## config.mk

```make
export PLATFORM = sky130hd
export DESIGN_NAME = sci_client
export DESIGN_NICKNAME = d
export VERILOG_FILES = /design/src/include/sci_pkg.sv /design/src/verilog/sci_line_sync.sv /design/src/verilog/sci_client.sv
export SDC_FILE = /design/constraint.sdc
export NUM_CORES = 1
export LEC_CHECK = 0
export ABC_AREA = 1
export BUFFER_PORTS_ARGS = -buffer_cell sky130_fd_sc_hd__buf_4
export CAP_MARGIN = 0
export CORE_ASPECT_RATIO = 1.1
export CORE_MARGIN = 2
export CORE_UTILIZATION = 51
export DETAILED_ROUTE_END_ITERATION = 10
export HOLD_SLACK_MARGIN = 0.1
export PLACE_DENSITY = 0.73
export SLEW_MARGIN = 10
export SYNTH_ARGS = -nofsm -noshare
export SYNTH_HDL_FRONTEND = slang
export SYNTH_SLANG_ARGS = --single-unit
export TNS_END_PERCENT = 1
```

## constraint.sdc

```tcl
create_clock -name mclk -period 2.57 [get_ports mclk]
set_input_delay 0 -clock mclk [delete_from_list [all_inputs] [get_ports mclk]]
set_output_delay 0 -clock mclk [all_outputs]
set_load 0.005 [all_outputs]
```

## src/include/sci_pkg.sv

```systemverilog
/*
   Constants and state encoding for the SMBus client front end.
   Assumes a single 125 MHz system clock and a synchronous active-high reset.
*/
`default_nettype none
package sci_pkg;
   // client addresses selected by the strap pin, and the alert response address
   localparam logic [6:0] ADDR_STRAP_LOW   = 7'h2f;
   localparam logic [6:0] ADDR_STRAP_FLOAT = 7'h3d;
   localparam logic [6:0] ADDR_STRAP_HIGH  = 7'h2e;
   localparam logic [6:0] ADDR_ALERT_RESP  = 7'h0c;
   // strap sense encoding from the pad
   localparam logic [1:0] STRAP_LOW        = 2'h0;
   localparam logic [1:0] STRAP_FLOAT      = 2'h1;
   localparam logic [1:0] STRAP_HIGH       = 2'h2;
   // strap capture delay, lets the synchroniser fill first
   localparam logic [1:0] STRAP_WAIT       = 2'h3;
   // byte framing
   localparam logic [3:0] BYTE_BITS        = 4'h8;
   // inactivity timeout
   localparam int         CLK_KHZ          = 125000;
   localparam int         TIMEOUT_MS       = 30;
   localparam int         TIMEOUT_CYCLES   = TIMEOUT_MS * CLK_KHZ;

   typedef enum logic [6:0]
   {
      ST_IDLE = 7'h01,
      ST_ADDR = 7'h02,
      ST_ACK  = 7'h04,
      ST_RX   = 7'h08,
      ST_TX   = 7'h10,
      ST_HACK = 7'h20,
      ST_SKIP = 7'h40
   } sci_state_e;
endpackage : sci_pkg
`default_nettype wire

```

## src/verilog/sci_line_sync.sv

```systemverilog
/*
   Two-flop synchroniser with edge detection for asynchronous input lines.
   Assumes inputs come from pins; edges are found on the second and third stages.
*/
`timescale 1ns/1ns
`default_nettype none
module sci_line_sync
#(
   parameter int WIDTH = 2
)
(
   // clock and reset
   input  wire logic             mclk,
   input  wire logic             rst,
   // raw lines
   input  wire logic [WIDTH-1:0] lineIn,
   // synchronised level and edges
   output logic      [WIDTH-1:0] lineLvl,
   output logic      [WIDTH-1:0] lineRise,
   output logic      [WIDTH-1:0] lineFall
);
   logic [WIDTH-1:0] meta_r;
   logic [WIDTH-1:0] sync_r;
   logic [WIDTH-1:0] hist_r;

   // first stage feeds only the second; idle bus lines reset high
   always_ff @(posedge mclk)
   begin
      if (rst)
      begin
         meta_r <= '1;
         sync_r <= '1;
         hist_r <= '1;
      end
      else
      begin
         meta_r <= lineIn;
         sync_r <= meta_r;
         hist_r <= sync_r;
      end
   end

   // edge decode
   assign lineLvl  = sync_r;
   assign lineRise = sync_r & ~hist_r;
   assign lineFall = ~sync_r & hist_r;
endmodule : sci_line_sync
`default_nettype wire

```

## src/verilog/sci_client.sv

```systemverilog
/*
   SMBus client bit engine: start/stop detection, address match, byte shift,
   acknowledge and inactivity timeout. Presents bytes to local register logic.
   Assumes the data pin is open drain with an external pull-up; the clock pin
   is input only. txData must be valid whenever txTake may pulse.
*/
`timescale 1ns/1ns
`default_nettype none
module sci_client
   import sci_pkg::*;
#(
   parameter int TIMEOUT_LEN = TIMEOUT_CYCLES
)
(
   // clock and reset
   input  wire logic       mclk,
   input  wire logic       rst,
   // bus pins
   input  wire logic       serialClockPin,
   input  wire logic       serialDataIn,
   output logic            serialDataOut,
   output logic            serialDataOeN,
   // strap and side inputs
   input  wire logic [1:0] addrStrapSense,
   input  wire logic       alertInterruptPinN,
   input  wire logic       timeoutDisableBit,
   // alternate link control
   output logic            altLinkEnable,
   // received bytes
   output logic [7:0]      rxData,
   output logic            rxValid,
   output logic            rxFirst,
   // transmitted bytes
   input  wire logic [7:0] txData,
   output logic            txTake,
   output logic            hostNack,
   // status
   output logic            addrMatch,
   output logic            readMode,
   output logic            busActive,
   output logic            timeoutHit
);
   localparam int TW = $clog2(TIMEOUT_LEN + 1);
   localparam logic [TW-1:0] TO_LAST = TW'(TIMEOUT_LEN - 1);

   sci_state_e  state_r, state_nxt;
   logic [3:0]  bitCnt_r, bitCnt_nxt;
   logic [7:0]  shift_r, shift_nxt;
   logic        drive_r, drive_nxt;
   logic        readDir_r, readDir_nxt;
   logic        ara_r, ara_nxt;
   logic        firstRx_r, firstRx_nxt;
   logic [TW-1:0] idleCnt_r;
   logic [6:0]  ownAddr_r;
   logic [1:0]  strapCnt_r;
   logic        strapDone_r;
   logic        altLink_r;
   logic [7:0]  rxData_r;
   logic        rxValid_r, rxFirst_r, txTake_r, hostNack_r, addrMatch_r, timeoutHit_r;

   logic [1:0]  busLvl, busRise, busFall;
   logic [1:0]  strapLvl;

   // bus lines: bit 1 clock, bit 0 data
   sci_line_sync #(.WIDTH(2)) u_bus_sync
   (
      .mclk     (mclk),
      .rst      (rst),
      .lineIn   ({serialClockPin, serialDataIn}),
      .lineLvl  (busLvl),
      .lineRise (busRise),
      .lineFall (busFall)
   );

   // strap pad sense, only the level is used
   sci_line_sync #(.WIDTH(2)) u_strap_sync
   (
      .mclk     (mclk),
      .rst      (rst),
      .lineIn   (addrStrapSense),
      .lineLvl  (strapLvl),
      .lineRise (),
      .lineFall ()
   );

   // bus event decode
   wire sclLvl    = busLvl[1];
   wire sdaLvl    = busLvl[0];
   wire sclRise   = busRise[1];
   wire sclFall   = busFall[1];
   wire startEv   = busFall[0] & sclLvl;
   wire stopEv    = busRise[0] & sclLvl;
   wire anyEdge   = |busRise | |busFall;
   wire timeoutEv = (state_r != ST_IDLE) & ~timeoutDisableBit
                    & (idleCnt_r == TO_LAST);
   wire byteEnd   = sclFall & (bitCnt_r == BYTE_BITS);
   wire addrHit   = strapDone_r & (shift_r[7:1] == ownAddr_r);
   wire araHit    = ~alertInterruptPinN & shift_r[0]
                    & (shift_r[7:1] == ADDR_ALERT_RESP);
   wire addrDone  = (state_r == ST_ADDR) & byteEnd;
   wire rxDone    = (state_r == ST_RX) & byteEnd;
   wire loadTx    = (state_r == ST_ACK) & sclFall & readDir_r;
   wire [7:0] txSrc = ara_r ? {ownAddr_r, 1'b0} : txData;
   wire [6:0] strapAddr = (strapLvl == STRAP_LOW)   ? ADDR_STRAP_LOW :
                          (strapLvl == STRAP_FLOAT) ? ADDR_STRAP_FLOAT :
                                                      ADDR_STRAP_HIGH;

   // bit engine next state; clock edges are taken as they come, so a
   // host that stretches the low phase only delays the next edge
   always_comb
   begin
      state_nxt   = state_r;
      bitCnt_nxt  = bitCnt_r;
      shift_nxt   = shift_r;
      drive_nxt   = drive_r;
      readDir_nxt = readDir_r;
      ara_nxt     = ara_r;
      firstRx_nxt = firstRx_r;
      if (startEv)
      begin
         state_nxt  = ST_ADDR;
         bitCnt_nxt = 4'h0;
         drive_nxt  = 1'b0;
      end
      else if (stopEv | timeoutEv)
      begin
         state_nxt = ST_IDLE;
         drive_nxt = 1'b0;
      end
      else
      begin
         case (state_r)
            ST_ADDR, ST_RX:
            begin
               if (sclRise)
               begin
                  shift_nxt  = {shift_r[6:0], sdaLvl};
                  bitCnt_nxt = bitCnt_r + 4'h1;
               end
               else if (byteEnd)
               begin
                  if (state_r == ST_RX)
                  begin
                     drive_nxt   = 1'b1;
                     firstRx_nxt = 1'b0;
                     state_nxt   = ST_ACK;
                  end
                  else if (addrHit | araHit)
                  begin
                     drive_nxt   = 1'b1;
                     readDir_nxt = shift_r[0];
                     ara_nxt     = araHit;
                     firstRx_nxt = 1'b1;
                     state_nxt   = ST_ACK;
                  end
                  else
                     state_nxt = ST_SKIP;
               end
            end
            ST_ACK:
            begin
               if (sclFall)
               begin
                  bitCnt_nxt = 4'h0;
                  if (readDir_r)
                  begin
                     shift_nxt = txSrc;
                     drive_nxt = ~txSrc[7];
                     state_nxt = ST_TX;
                  end
                  else
                  begin
                     drive_nxt = 1'b0;
                     state_nxt = ST_RX;
                  end
               end
            end
            ST_TX:
            begin
               if (sclRise)
                  bitCnt_nxt = bitCnt_r + 4'h1;
               else if (byteEnd)
               begin
                  drive_nxt = 1'b0;
                  state_nxt = ST_HACK;
               end
               else if (sclFall)
               begin
                  shift_nxt = {shift_r[6:0], 1'b0};
                  drive_nxt = ~shift_r[6];
               end
            end
            ST_HACK:
            begin
               if (sclRise)
                  state_nxt = sdaLvl ? ST_SKIP : ST_ACK;
            end
            ST_IDLE, ST_SKIP:
               state_nxt = state_r;
            default:
            begin
               state_nxt = ST_IDLE;
               drive_nxt = 1'b0;
            end
         endcase
      end
   end

   // engine registers
   always_ff @(posedge mclk)
   begin
      if (rst)
      begin
         state_r   <= ST_IDLE;
         bitCnt_r  <= 4'h0;
         shift_r   <= 8'h00;
         drive_r   <= 1'b0;
         readDir_r <= 1'b0;
         ara_r     <= 1'b0;
         firstRx_r <= 1'b0;
      end
      else
      begin
         state_r   <= state_nxt;
         bitCnt_r  <= bitCnt_nxt;
         shift_r   <= shift_nxt;
         drive_r   <= drive_nxt;
         readDir_r <= readDir_nxt;
         ara_r     <= ara_nxt;
         firstRx_r <= firstRx_nxt;
      end
   end

   // inactivity counter: any line edge restarts it
   always_ff @(posedge mclk)
   begin
      if (rst || anyEdge || state_r == ST_IDLE || timeoutEv)
         idleCnt_r <= '0;
      else if (idleCnt_r != TO_LAST)
         idleCnt_r <= idleCnt_r + TW'(1);
   end

   // strap captured once, after the synchroniser has filled
   always_ff @(posedge mclk)
   begin
      if (rst)
      begin
         strapCnt_r  <= 2'h0;
         strapDone_r <= 1'b0;
         ownAddr_r   <= ADDR_STRAP_FLOAT;
      end
      else if (!strapDone_r)
      begin
         strapCnt_r <= strapCnt_r + 2'h1;
         if (strapCnt_r == STRAP_WAIT)
         begin
            strapDone_r <= 1'b1;
            ownAddr_r   <= strapAddr;
         end
      end
   end

   // alternate link stays off once SMBus has been seen
   always_ff @(posedge mclk)
   begin
      if (rst)
         altLink_r <= 1'b1;
      else if (startEv)
         altLink_r <= 1'b0;
   end

   // user-side event pulses
   always_ff @(posedge mclk)
   begin
      if (rst)
      begin
         rxData_r     <= 8'h00;
         rxValid_r    <= 1'b0;
         rxFirst_r    <= 1'b0;
         txTake_r     <= 1'b0;
         hostNack_r   <= 1'b0;
         addrMatch_r  <= 1'b0;
         timeoutHit_r <= 1'b0;
      end
      else
      begin
         rxValid_r    <= rxDone & ~startEv & ~stopEv & ~timeoutEv;
         rxFirst_r    <= firstRx_r;
         if (rxDone)
            rxData_r <= shift_r;
         txTake_r     <= loadTx & ~startEv & ~stopEv & ~timeoutEv;
         hostNack_r   <= (state_r == ST_HACK) & sclRise & sdaLvl & ~startEv & ~stopEv
                         & ~timeoutEv;
         addrMatch_r  <= addrDone & (addrHit | araHit) & ~startEv & ~stopEv & ~timeoutEv;
         timeoutHit_r <= timeoutEv & ~startEv & ~stopEv;
      end
   end

   // pin drive: open drain, clock pin is never driven
   assign serialDataOut = 1'b0;
   assign serialDataOeN = ~drive_r;
   assign altLinkEnable = altLink_r;
   assign rxData        = rxData_r;
   assign rxValid       = rxValid_r;
   assign rxFirst       = rxFirst_r;
   assign txTake        = txTake_r;
   assign hostNack      = hostNack_r;
   assign addrMatch     = addrMatch_r;
   assign readMode      = readDir_r;
   assign busActive     = (state_r != ST_IDLE);
   assign timeoutHit    = timeoutHit_r;
endmodule : sci_client
`default_nettype wire

```

# --- After elaboration in Yosys (flattened, before gate mapping) ---
# Cells that the tools add are included.
totals:
  output_inout_bits: 19
  inputBits: 16
  register_bits: 80
  elab_cells: 175
op_classes:
  eq_ne: 35
  muxes: 39
  add_sub_neg: 3
  bitwise: 50
  n_reduce_logical: 23
op_table:
  columns: ["operator", "n"]
  rows:
  - ["two-way mux 7 bit", 9]
  - ["two-way mux 8 bit", 7]
  - ["case mux 7 bit (5 select lines)", 1]
  - ["bitwise AND 1 bit", 29]
  - ["AND reduction 7 bit", 4]
  - ["case mux 8 bit (3 select lines)", 1]
  - ["adder 22 x 1 -> 22 bit (second input constant)", 1]
  - ["equality test 22 bit (second input constant)", 1]
  - ["!= test 22 bit (second input constant)", 1]
  - ["!= test 2 bit (second input constant)", 10]
  - ["!= test 4 bit (second input constant)", 5]
  - ["two-way mux 5 bit", 3]
  - ["equality test 7 x 4 -> 1 bit (second input constant)", 2]
  - ["inverter 1 bit", 14]
  - ["two-way mux 1 bit", 12]
  - ["OR reduction 2 bit", 5]
  - ["!= test 3 bit (second input constant)", 3]
  - ["AND reduction 9 bit", 1]
  - ["OR reduction 3 bit", 3]
  - ["two-way mux 4 bit", 2]
  - ["case mux 4 bit (2 select lines)", 1]
  - ["equality test 7 x 1 -> 1 bit (second input constant)", 1]
  - ["equality test 7 x 2 -> 1 bit (second input constant)", 1]
  - ["equality test 7 x 3 -> 1 bit (second input constant)", 1]
  - ["other kinds (24)", 32]

# --- Longest topological paths before layout ---
# Gate-level depths: netlist of run 1.
depth:
  ltp_word: 11
  mapped_depth: 12
  depth_no_buf: 12

# --- Cells and area by module ---
# Synthesis of run 1 repeated with hierarchy kept, for this count alone.
hier_totals:
  hier_cells: 595
  area_unflattened_um2: 4018.9
by_module_without_submodules:
  columns: ["mod", "n_inst", "area_each_um2", "cells_per_inst", "seq_area_each_um2"]
  rows:
  - ["sci_client", 1, 3636.0, 545, 1321.3]
  - ["sci_line_sync", 2, 191.4, 25, 120.1]

# --- Worst setup path after synthesis of run 1 ---
# No wires, ideal clock.
synth_timing:
  path_type: "register to register"
  startpoint: "register idleCnt_r[0]"
  endpoint: "register state_r[0]"
  stages_incl_launch_ff: 10
  setup_time_ps: 123
  synth_period_minus_slack_ps: 1641
  t_arrival_ps: 1518
  t_required_ps: 2447
  path_buffers: 1
  path_slack_ps: 929
  cell_sequence: "dfxtp_1 > ha_1 > nand3_2 > nor2_1 > nand3_2 > nor2_4 > nor2_8 > buf_6 > nand4_1 > nand3_1"
synth_via:
  elab_chain_len: 5
  word_cells_on_any_way: 13
  classes_between: "eq/ne (8); mux (2); bitwise (2); reduce/logical (1)"
synth_rtl:
  columns: ["element", "line_no", "text"]
  rows:
  - ["start: declaration", "sci_client.sv:53", "logic [TW-1:0] idleCnt_r;"]
  - ["start signal: assignment", "sci_client.sv:240", "idleCnt_r <= idleCnt_r + TW'(1);"]
  - ["equality test 22 bit *", "sci_client.sv:95", "& (idleCnt_r == TO_LAST);"]
  - ["bitwise AND 1 bit *", "sci_client.sv:95", null]
  - ["OR 1 bit *", "sci_client.sv:125", "else if (stopEv | timeoutEv)"]
  - ["!= test 4 bit (no line) (tied with other cells)", null, null]
  - ["AND reduction 7 bit (no line) / two-way mux 2 bit (equally long branches)", null, null]
  - ["end signal: assignment", "sci_client.sv:224", "state_r <= state_nxt;"]
  - ["end: declaration", "sci_client.sv:46", "sci_state_e state_r, state_nxt;"]
# Mark *: on every way between the ends. The rest lies on a longest branch, timed or not.
# A chain may end at the register's enable or synchronous reset.

# --- Worst setup path after layout of run 1 ---
layout_timing:
  startpoint: "register idleCnt_r[0]"
  endpoint: "register idleCnt_r[13]"
layout_via:
  elab_chain_len: 3
  word_cells_on_any_way: 5
  classes_between: "add/sub (1); eq/ne (2); bitwise (1); reduce/logical (1)"
layout_rtl:
  columns: ["element"]
  rows:
  - ["parallel branches: the longest is 3 deep, another holds adder 22 x 1 -> 22 bit"]
# Parallel ways; which one is timed is not known.

==> impl_results.md, run 1 <==
- Vias/cell: approximately 5
- Total GRT Usage: 23.1%
- Final Max Tran Viols: 0
- DRT iter0 DRCs: between 200 and 300
- Max-cap check violation count: 0
- Total negative slack: 0 ns
- Critical path fanouts, max: 15
- First-pass GRT wire length: roughly 15 mm
- FILL cells: approximately 700
- Commonest non-fill, non-tap cell in the layout: nand2_1
- Pwr Total: 0.00268 W
- Combinational share of power: just under 20%
- Switch Pwr: between 0.0008 and 0.0009 W
- Sink Count: between 70 and 80
- Gpl congestion: just over 0.9
- Via count: between 3000 and 4000
- Diode count: 0
- Hold Fails Final Rpt: 0
- # H-tree levels: 3
- Antenna-violating nets left: 0
- R2r setup slk: between 0.6 and 0.7 ns
- Total grt overflow: 0
- Root Buffer Master: clkbuf_8
- Fmax: about 0.51 GHz
- Setup CP Type: reg -> reg
- Mapped Avg Cell Area: 6.81 µm²
- Power Dens Cells: approximately 590 mW/mm²
- Horiz. Die Dim: approximately 90 µm
- Headroom to the max-slew limit: ~62%
- Boundary pin count: 35
- Placed cell area: roughly 0.0043 mm²
- DIE HEIGHT: 96.5 µm
- TritonCTS buffer count: 9
- Clock Path Buffers: 2
- Initial antenna violation count: 0
- Sequential fraction of design power: 48.0%
- Share of cells above drive strength 1: between 10% and 20%
- Pre-antenna DRT Iters: 5
- Multi-input logic area: between 0.002 and 0.0025 mm²
- Critical Path AT: around 2.2 ns
- Area of the core: 0.00751 mm²
- Flops & latches, synth: 76
- Status: completed
- Final setup viols: 0
- Post-DR wirelength/cell: between 10 and 15 µm
- Initial Util: a little over half
- Final WL: 9.30 mm
- Required time of the critical path: 2.80 ns
- Period utilization: between 70 and 80%
- Final Critical Period: 1.95 ns
- Hold crit path type: in -> reg
- Leading area contributor after synthesis: dfxtp_1
- Leak: ~1.9 nW
- Drt drc: 0
- Vias in the first global route: between 3000 and 4000
- Post-synth top area share: a little under two fifths
- Sw frac: between 30% and 40%
- Final nets: 646
- Int Power: roughly 0.0019 W
- Synth Instances: a little under 600
- Layout Cells excl Fill: 734
- YS warnings: 0
- Post-DP HPWL: 6.81 mm
- Setup repair bufs after CTS: 0
- Most frequent cells in the layout: 121 x nand2_1, 80 x inv_1, 76 x dfxtp_1
- Crit end category: flop
- Worst-margin pin slew: approximately 0.56 ns
- RSZ-0062 raised after global routing: false
- Final hold slack: roughly 0.11 ns
- Rows: 33
- Sequential area share after synthesis: roughly two fifths
- CP Launch Type: flop
- Clk_lat worst skew: roughly 0.35 ns
- Worst Clk Skew: roughly 0.012 ns
- Pin count of the biggest net entering global routing: 29
- Design Area, Final: 0.00455 mm²
- Max VDD drop: approximately 0.00036 V
- Post-Syn Nets: around 600
- CTS tree: yes
- Clk slew on worst S/H paths: about 0.070 ns
- Mapped Area: 0.00397 mm²
- Synth cell types: 35
- Synth area leaders: dfxtp_1 38%, nand2_1 11%, inv_1 7.6%, nor2_1 7.1%, nand3_1 5.2%
- Storage cell area: 0.00152 mm²
- Area delta synth->final: 14.8%
- Placed Cells: about 700
- Clock network fraction of design power: between 30 and 40%
- Port bufs: 33
- Die footprint: 0.00850 mm²
-- through the flow --
step                util, %  setup WS, ns
floorplan                 -         0.929
global placement       57.0         0.681
detailed placement     57.0         0.670
CTS                    60.6         0.626
global route           60.6         0.381
finish                 60.6         0.625
-- cell usage after synthesis --
cell and instances:
nand2_1 121, inv_1 80, dfxtp_1 76, nor2_1 75, nand3_1 41, o21ai_0 36
a21oi_1 35, nor3_1 18, nand4_1 16, or2_2 9, buf_2 7, inv_2 6
nand2_2 6, nor2_2 6, nor2_4 6, xor2_1 5, ha_1 4, nand3_2 4
nor4_1 4, xnor2_1 4, a31oi_1 2, and2_1 2, buf_6 2, clkbuf_1 2
nand2_4 2, nand3_4 2, nand3b_1 2, o211ai_1 2, o21a_1 2, a211oi_1 1
buf_4 1, conb_1 1, nor2_8 1, or2_1 1, or3_1 1
-- sequential cells by signal, summed over array words and instances (netlist names), 3 cells and up --
| register | flops |
|---|---|
| rxData | 8 |
| bitCnt_r | 4 |
| ownAddr_r | 3 |
| shift_r | 8 |
| state_r | 7 |
| idleCnt_r | 22 |
-- logic make-up after synthesis --
| group | after synthesis | synth area share (%) |
|---|---|---|
| AOI/OAI and AO/OA | 78 | 10.2 |
| xor gates and xnor gates | 9 | 1.99 |
| adders and majority gates | 4 | 1.26 |
| buffers and inverters | 98 | 9.97 |
| DFF | 76 | 38.3 |
| other | 1 | 0.0945 |
| and+or+nand+nor | 317 | 38.1 |
-- what timing repair did --
action                    in CTS  in global routing
hold endpoints to repair      15                  0
resized for setup              0                  0
hold buffers                  10                  0
-- worst max-delay path: stages (launching register included) --
cell	delay [ns]
dfxtp_1	0.41
ha_1	0.23
nand3_2	0.15
nor2_1	0.20
nand2_1	0.07
nor2_1	0.13
nand2_1	0.10
nand3_2	0.25
inv_2	0.13
o21ai_0	0.09
a21oi_1	0.06
-- cell type report --
cell class,instances,share of cell area (%)
clock buffers,11,2.89
clock inverters,3,0.879
inverters,86,7.09
multi-input cells,409,45.0
flip-flops and latches,76,33.4
well taps,105,2.89
repair buffers,44,7.80
-- power groups by stage --
stage	sequential, W	clock (W)	combinational, W
finish	0.00129	0.000863	0.000531
global route	0.00130	0.000918	0.000597
CTS	0.00129	0.000870	0.000526
detailed placement	0.00131	0	0.000510
global placement	0.00131	0	0.000506
floorplan	0.00130	0	0.000388
-- path summary, 6_finish.rpt --
check / start / to / cells after the start
max: idleCnt_r[0] / idleCnt_r[13] / 10
min: txData[3] / shift_r[3] / 7
max reg2reg: idleCnt_r[0] / idleCnt_r[13] / 10
min reg2reg: u_strap_sync.meta_r[1] / u_strap_sync.lineLvl[1] / 1
-- per-layer routing --
layer,GRT usage [%],up-vias,wire [µm]
met5,0,-,0
met4,8.84,0,111
met3,4.16,9,508
met2,40.6,120,4610
met1,28.2,1678,4060
li1,-,1947,-
No activity file was read; power rests on OpenSTA's default activity.
==> run 2: changes to the inputs <==
clock period = 2 ns   (was 2.57 ns; I/O delays follow)
==> impl_results.md, run 2 (same netlist as run 1, synthesis figures left out) <==
- Via count: 3817 (+1.7%)
- TritonCTS buffer count: 9 (unchanged)
- Drt drc: 0 (unchanged)
- Status: completed
- Antenna-violating nets left: 0 (unchanged)
- Boundary pin count: 35 (unchanged)
- Final Max Tran Viols: 0 (unchanged)
- Final Critical Period: 1.82 ns (-0.126 ns)
- Worst R2R Start: idleCnt_r[1]
- Commonest non-fill, non-tap cell in the layout: nand2_1
- Worst Hold Launch: txData[3]
- Max reg flops: 22 (unchanged)
- RSZ-0062 raised after global routing: true
- Die footprint: 0.00850 mm² (unchanged)
- Hold Fails Final Rpt: 0 (unchanged)
- CTS tree: yes
- Area delta synth->final: 17.6%
- Post-DP HPWL: 6.71 mm (-1.4%)
- FILL cells: 710 (-1.4%)
- Vias/cell: 5.14 (+0.45%)
- Cells on worst reg2reg path: 10 (unchanged)
- First-pass GRT wire length: 15.4 mm (-0.27%)
- Horiz. Die Dim: 88.1 µm (unchanged)
- Min-Delay Path Depth: 7 (unchanged)
- Total GRT Usage: 22.8% (-0.29 points)
- Setup CP Type: reg -> reg
- DRT iter0 DRCs: 232 (-19%)
- Max-cap check violation count: 0 (unchanged)
- Reg-to-Reg End: shift_r[1]
- Crit-path slowest cell: dfxtp_1
- Largest Register: idleCnt_r
- Most frequent cells in the layout: 121 x nand2_1, 80 x inv_1, 75 x nor2_1, 75 x dfxtp_1
- Max VDD drop: 0.000436 V (+23%)
- Post-DR wirelength/cell: 12.4 µm (-2.0%)
- CP Launch Type: flop
- Design Area, Final: 0.00467 mm² (+2.5%)
- Worst Clk Skew: 0.00778 ns (-0.00442 ns)
- Sink Count: 76 (unchanged)
- Share of cells above drive strength 1: 15.7% (+1.7 points)
- Rows: 33 (unchanged)
- Placed cell area: 0.00433 mm² (+1.2%)
- Critical Path AT: 2.06 ns (-0.12 ns)
- Crit end category: flop
- R2r setup slk: 0.18 ns (-0.44 ns)
- Fmax: 0.550 GHz (+7.0%)
- Clock Path Buffers: 2 (unchanged)
- Hold crit path type: in -> reg
- Leak: 1.99 nW (+3.0%)
- Port bufs: 33 (unchanged)
- Final setup viols: 0 (unchanged)
- Required time of the critical path: 2.24 ns (-0.56 ns)
- Gpl congestion: 0.904 (-0.70%)
- Clk_lat worst skew: 0.34 ns (about the same)
- Diode count: 0 (unchanged)
- Total negative slack: 0 ns (unchanged)
- DIE HEIGHT: 96.5 µm (unchanged)
- # H-tree levels: 3 (unchanged)
- Pre-antenna DRT Iters: 5 (unchanged)
- Total grt overflow: 0 (unchanged)
- Initial Util: 52.8% (unchanged)
- Critical Path Max Stage Delay: 0.39 ns (-0.02 ns)
- Sink of the worst hold path: shift_r[3]
- Root Buffer Master: clkbuf_8
- Clk slew on worst S/H paths: 0.08 ns (about the same)
- Final nets: 653 (+1.1%)
- Final WL: 9.23 mm (-0.76%)
- Critical path fanouts, max: 18 (+3)
- Power Dens Cells: 787 mW/mm² (+34%)
- Area of the core: 0.00751 mm² (unchanged)
- Pin count of the biggest net entering global routing: 29 (unchanged)
- Initial antenna violation count: 0 (unchanged)
- Vias in the first global route: 3560 (+2.2%)
- Cells along the critical path: ha_1 > nand3_2 > nor2_1 > nand3_2 > nor2_4 > nor2_8 > nand3_4 > nand2_1 > inv_1 > nor2_1
- Period utilization: 90.9% (+15 points)
-- run 2: power by group --
part | switching [W] | internal (W)
registers | 0.0000707 | 0.00159
clock network | 0.000596 | 0.000709
logic | 0.000444 | 0.000263
-- run 2: layout make-up --
class                           count  area (µm²)  share of cell area [%]
Multi-Input combinational cell    409        2060                    44.1
Sequential cell                    76        1520                    32.6
Timing Repair Buffer               51         408                    8.74
Inverter                           86         323                    6.92
Tap cell                          105         131                    2.82
Clock buffer                        9         124                    2.65
Clock inverter                      7        98.8                    2.12
-- run 2: worst max-delay path: cells and delay by family, from the launching register on --
family        cells  cell delay [ns]
simple gates      8             1.06
flops             1             0.39
buf+inv           1             0.06
fa+ha+maj         1             0.22
-- run 2: worst max-delay path by stage --
| stage | from | end | slack [ns] | cells after the start |
|---|---|---|---|---|
| floorplan | idleCnt_r[0] | state_r[0] | 0.36 | 9 |
| global placement | idleCnt_r[0] | idleCnt_r[19] | 0.21 | 10 |
| detailed placement | idleCnt_r[0] | idleCnt_r[13] | 0.12 | 10 |
| CTS | idleCnt_r[0] | idleCnt_r[13] | 0.12 | 10 |
| global route | idleCnt_r[1] | readMode | -0.03 | 10 |
| finish | idleCnt_r[1] | shift_r[1] | 0.18 | 10 |
-- run 2: timing repair --
item | CTS | global route
setup endpoints to repair | 0 | 22
hold buffers | 10 | 0
buffers inserted | 0 | 0
endpoints found under the hold margin | 15 | 0
resized for setup | 0 | 2
-- run 2: metrics by stage --
step	total power (W)	hold WS (ns)	std cells	utilization, %	setup WS, ns
finish	0.00367	0.125	743	62.1	0.181
global placement	0.00234	0.187	717	57.7	0.208
global route	0.00384	0.187	743	62.1	-0.0266
detailed placement	0.00236	0.187	717	57.7	0.121
floorplan	0.00217	0.0794	583	-	0.359
CTS	0.00366	0.112	743	62.0	0.119
-- run 2: metal layers --
layer	track usage (%)	vias up	part of all wire [%]	wire length, µm
met5	0	-	0	0
met4	7.83	0	1.9	179
met3	5.27	17	5.5	511
met2	39.2	120	48	4460
met1	28.2	1721	44	4080
li1	-	1959	-	-
==> run 3: changes to the inputs <==
CELL_PAD_IN_SITES_DETAIL_PLACEMENT = 1   (was default)
CELL_PAD_IN_SITES_GLOBAL_PLACEMENT = 2   (was default)
CORE_UTILIZATION = 33   (was 51)
PLACE_DENSITY = 0.82   (was 0.73)
==> impl_results.md, run 3 (same netlist as run 1, synthesis figures left out) <==
- Initial Util: 33.4% (-19 points)
- Setup CP Type: reg -> reg
- Min-Delay Path Depth: 7 (unchanged)
- Required time of the critical path: 2.22 ns (-0.02 ns)
- Hold crit path type: in -> reg
- Vias/cell: 4.87 (-5.2%)
- Max VDD drop: 0.000414 V (-5.1%)
- Max-cap check violation count: 0 (unchanged)
- Crit end category: flop
- Fmax: 0.553 GHz (+0.52%)
- Diode count: 0 (unchanged)
- Die footprint: 0.0129 mm² (+52%)
- Final WL: 12.0 mm (+30%)
- R2r setup slk: 0.19 ns (about the same)
- Clock Path Buffers: 2 (unchanged)
- Clk slew on worst S/H paths: 0.06 ns (-0.02 ns)
- RSZ-0062 raised after global routing: false
- CTS tree: yes
- Initial antenna violation count: 0 (unchanged)
- Critical path fanouts, max: 6 (-12)
- Via count: 3900 (+2.2%)
- Rows: 42 (+27%)
- Commonest non-fill, non-tap cell in the layout: nand2_1
- Leak: 2.07 nW (+3.9%)
- Total grt overflow: 0 (unchanged)
- Total GRT Usage: 19.9% (-3.0 points)
- Final Max Tran Viols: 0 (unchanged)
- Final nets: 665 (+1.8%)
- Sink of the worst hold path: shift_r[3]
- Most frequent cells in the layout: 121 x nand2_1, 79 x inv_1, 74 x nor2_1, 74 x dfxtp_1, 53 x buf_4
- Area of the core: 0.0119 mm² (+58%)
- Sink Count: 76 (unchanged)
- Pin count of the biggest net entering global routing: 29 (unchanged)
- Reg-to-Reg End: idleCnt_r[18]
- Worst Clk Skew: 0.00978 ns (+0.00200 ns)
- Worst R2R Start: idleCnt_r[0]
- FILL cells: 1545 (+120%)
- Post-DR wirelength/cell: 15.0 µm (+21%)
- Final setup viols: 0 (unchanged)
- Drt drc: 0 (unchanged)
- Vias in the first global route: 4124 (+16%)
- DRT iter0 DRCs: 152 (-34%)
- Final hold slack: 0.141 ns (+0.0158 ns)
- Port bufs: 33 (unchanged)
- Gpl congestion: 0.844 (-6.6%)
- Cells on worst reg2reg path: 10 (unchanged)
- Share of cells above drive strength 1: 17.5% (+1.8 points)
- Status: completed
- Hold Fails Final Rpt: 0 (unchanged)
- TritonCTS buffer count: 9 (unchanged)
- Area delta synth->final: 23.0%
- Power Dens Cells: 811 mW/mm² (+3.0%)
- Post-DP HPWL: 9.15 mm (+36%)
- Pre-antenna DRT Iters: 4 (-1)
- # H-tree levels: 3 (unchanged)
- Root Buffer Master: clkbuf_16
- Period utilization: 90.5% (-0.47 points)
- Final core occ: 41.1% (-21 points)
- Critical Path AT: 2.03 ns (-0.03 ns)
- DIE HEIGHT: 119 µm (+23%)
- Total negative slack: 0 ns (unchanged)
- Final Critical Period: 1.81 ns (-0.00933 ns)
- Boundary pin count: 35 (unchanged)
- Largest Register: idleCnt_r
- Clk_lat worst skew: 0.34 ns (about the same)
- Max reg flops: 22 (unchanged)
- Horiz. Die Dim: 109 µm (+23%)
- Antenna-violating nets left: 0 (unchanged)
- Worst Hold Launch: txData[3]
- CP Launch Type: flop
- First-pass GRT wire length: 20.1 mm (+31%)
## run 3: cell count changes in the layout (fill, tap and decap cells not counted), sizes merged
cell	delta
buf	+12
clkinv	-2
inv	-1
bufinv	-2
clkbuf	+2
## run 3: layer usage
layer	up-vias	part of all wire [%]	track usage, %
met1	1849	46	25.0
met4	0	2.4	6.89
met2	47	49	33.5
li1	1988	-	-
met3	16	2.6	3.89
met5	-	0	0
## run 3: per-stage QoR
step / cells / setup WS (ns) / power (W) / cell area, µm²
after CTS: 799 / 0.0595 / 0.00399 / 4840
after detailed placement: 776 / 0.0684 / 0.00247 / 4470
after floorplan: 583 / 0.359 / 0.00217 / 3970
after global routing: 801 / 0.0226 / 0.00417 / 4880
final: 801 / 0.191 / 0.00396 / 4880
after global placement: 776 / 0.136 / 0.00244 / 4470
## run 3: layout make-up
cell class              count  area (µm²)  area share, %
multi-input cells         409        2080           42.5
clock inverters             2        12.5          0.256
inverters                  86         323           6.62
clock buffers              11         253           5.18
well taps                 154         193           3.95
repair buffers             63         498           10.2
flip-flops and latches     76        1520           31.2
## run 3: worst max-delay path by stage
stage                               start            end  slack, ns
floorplan                    idleCnt_r[0]     state_r[0]       0.36
global placement    u_bus_sync.lineLvl[1]     state_r[4]       0.14
detailed placement           idleCnt_r[0]   idleCnt_r[5]       0.07
CTS                          idleCnt_r[0]  idleCnt_r[19]       0.06
global route                   state_r[1]    bitCnt_r[1]       0.02
finish                       idleCnt_r[0]  idleCnt_r[18]       0.19
## run 3: where the power goes
| part | switching (W) | internal (W) | total [W] | leakage [nW] |
|---|---|---|---|---|
| Sequential | 0.0000753 | 0.00159 | 0.00167 | 0.617 |
| Clock | 0.000608 | 0.000884 | 0.00149 | 0.129 |
| Combinational | 0.000482 | 0.000314 | 0.000796 | 1.32 |
| Total | 0.00117 | 0.00279 | 0.00396 | 2.07 |
## run 3: worst max-delay path, stage by stage (launching register included)
cell     delay [ns]
dfxtp_2        0.36
ha_1           0.20
nand3_2        0.18
nor2_1         0.18
nand2_1        0.09
nor2_2         0.15
nand2_1        0.15
nor2_4         0.15
nand2_1        0.08
xor2_1         0.13
nor2_1         0.05
## run 3: what timing repair did
| item | CTS | global route |
|---|---|---|
| hold buffers | 10 | 0 |
| endpoints found under the setup margin | 0 | 33 |
| gates resized for setup | 0 | 8 |
| buffers inserted | 0 | 2 |
| endpoints found under the hold margin | 14 | 0 |
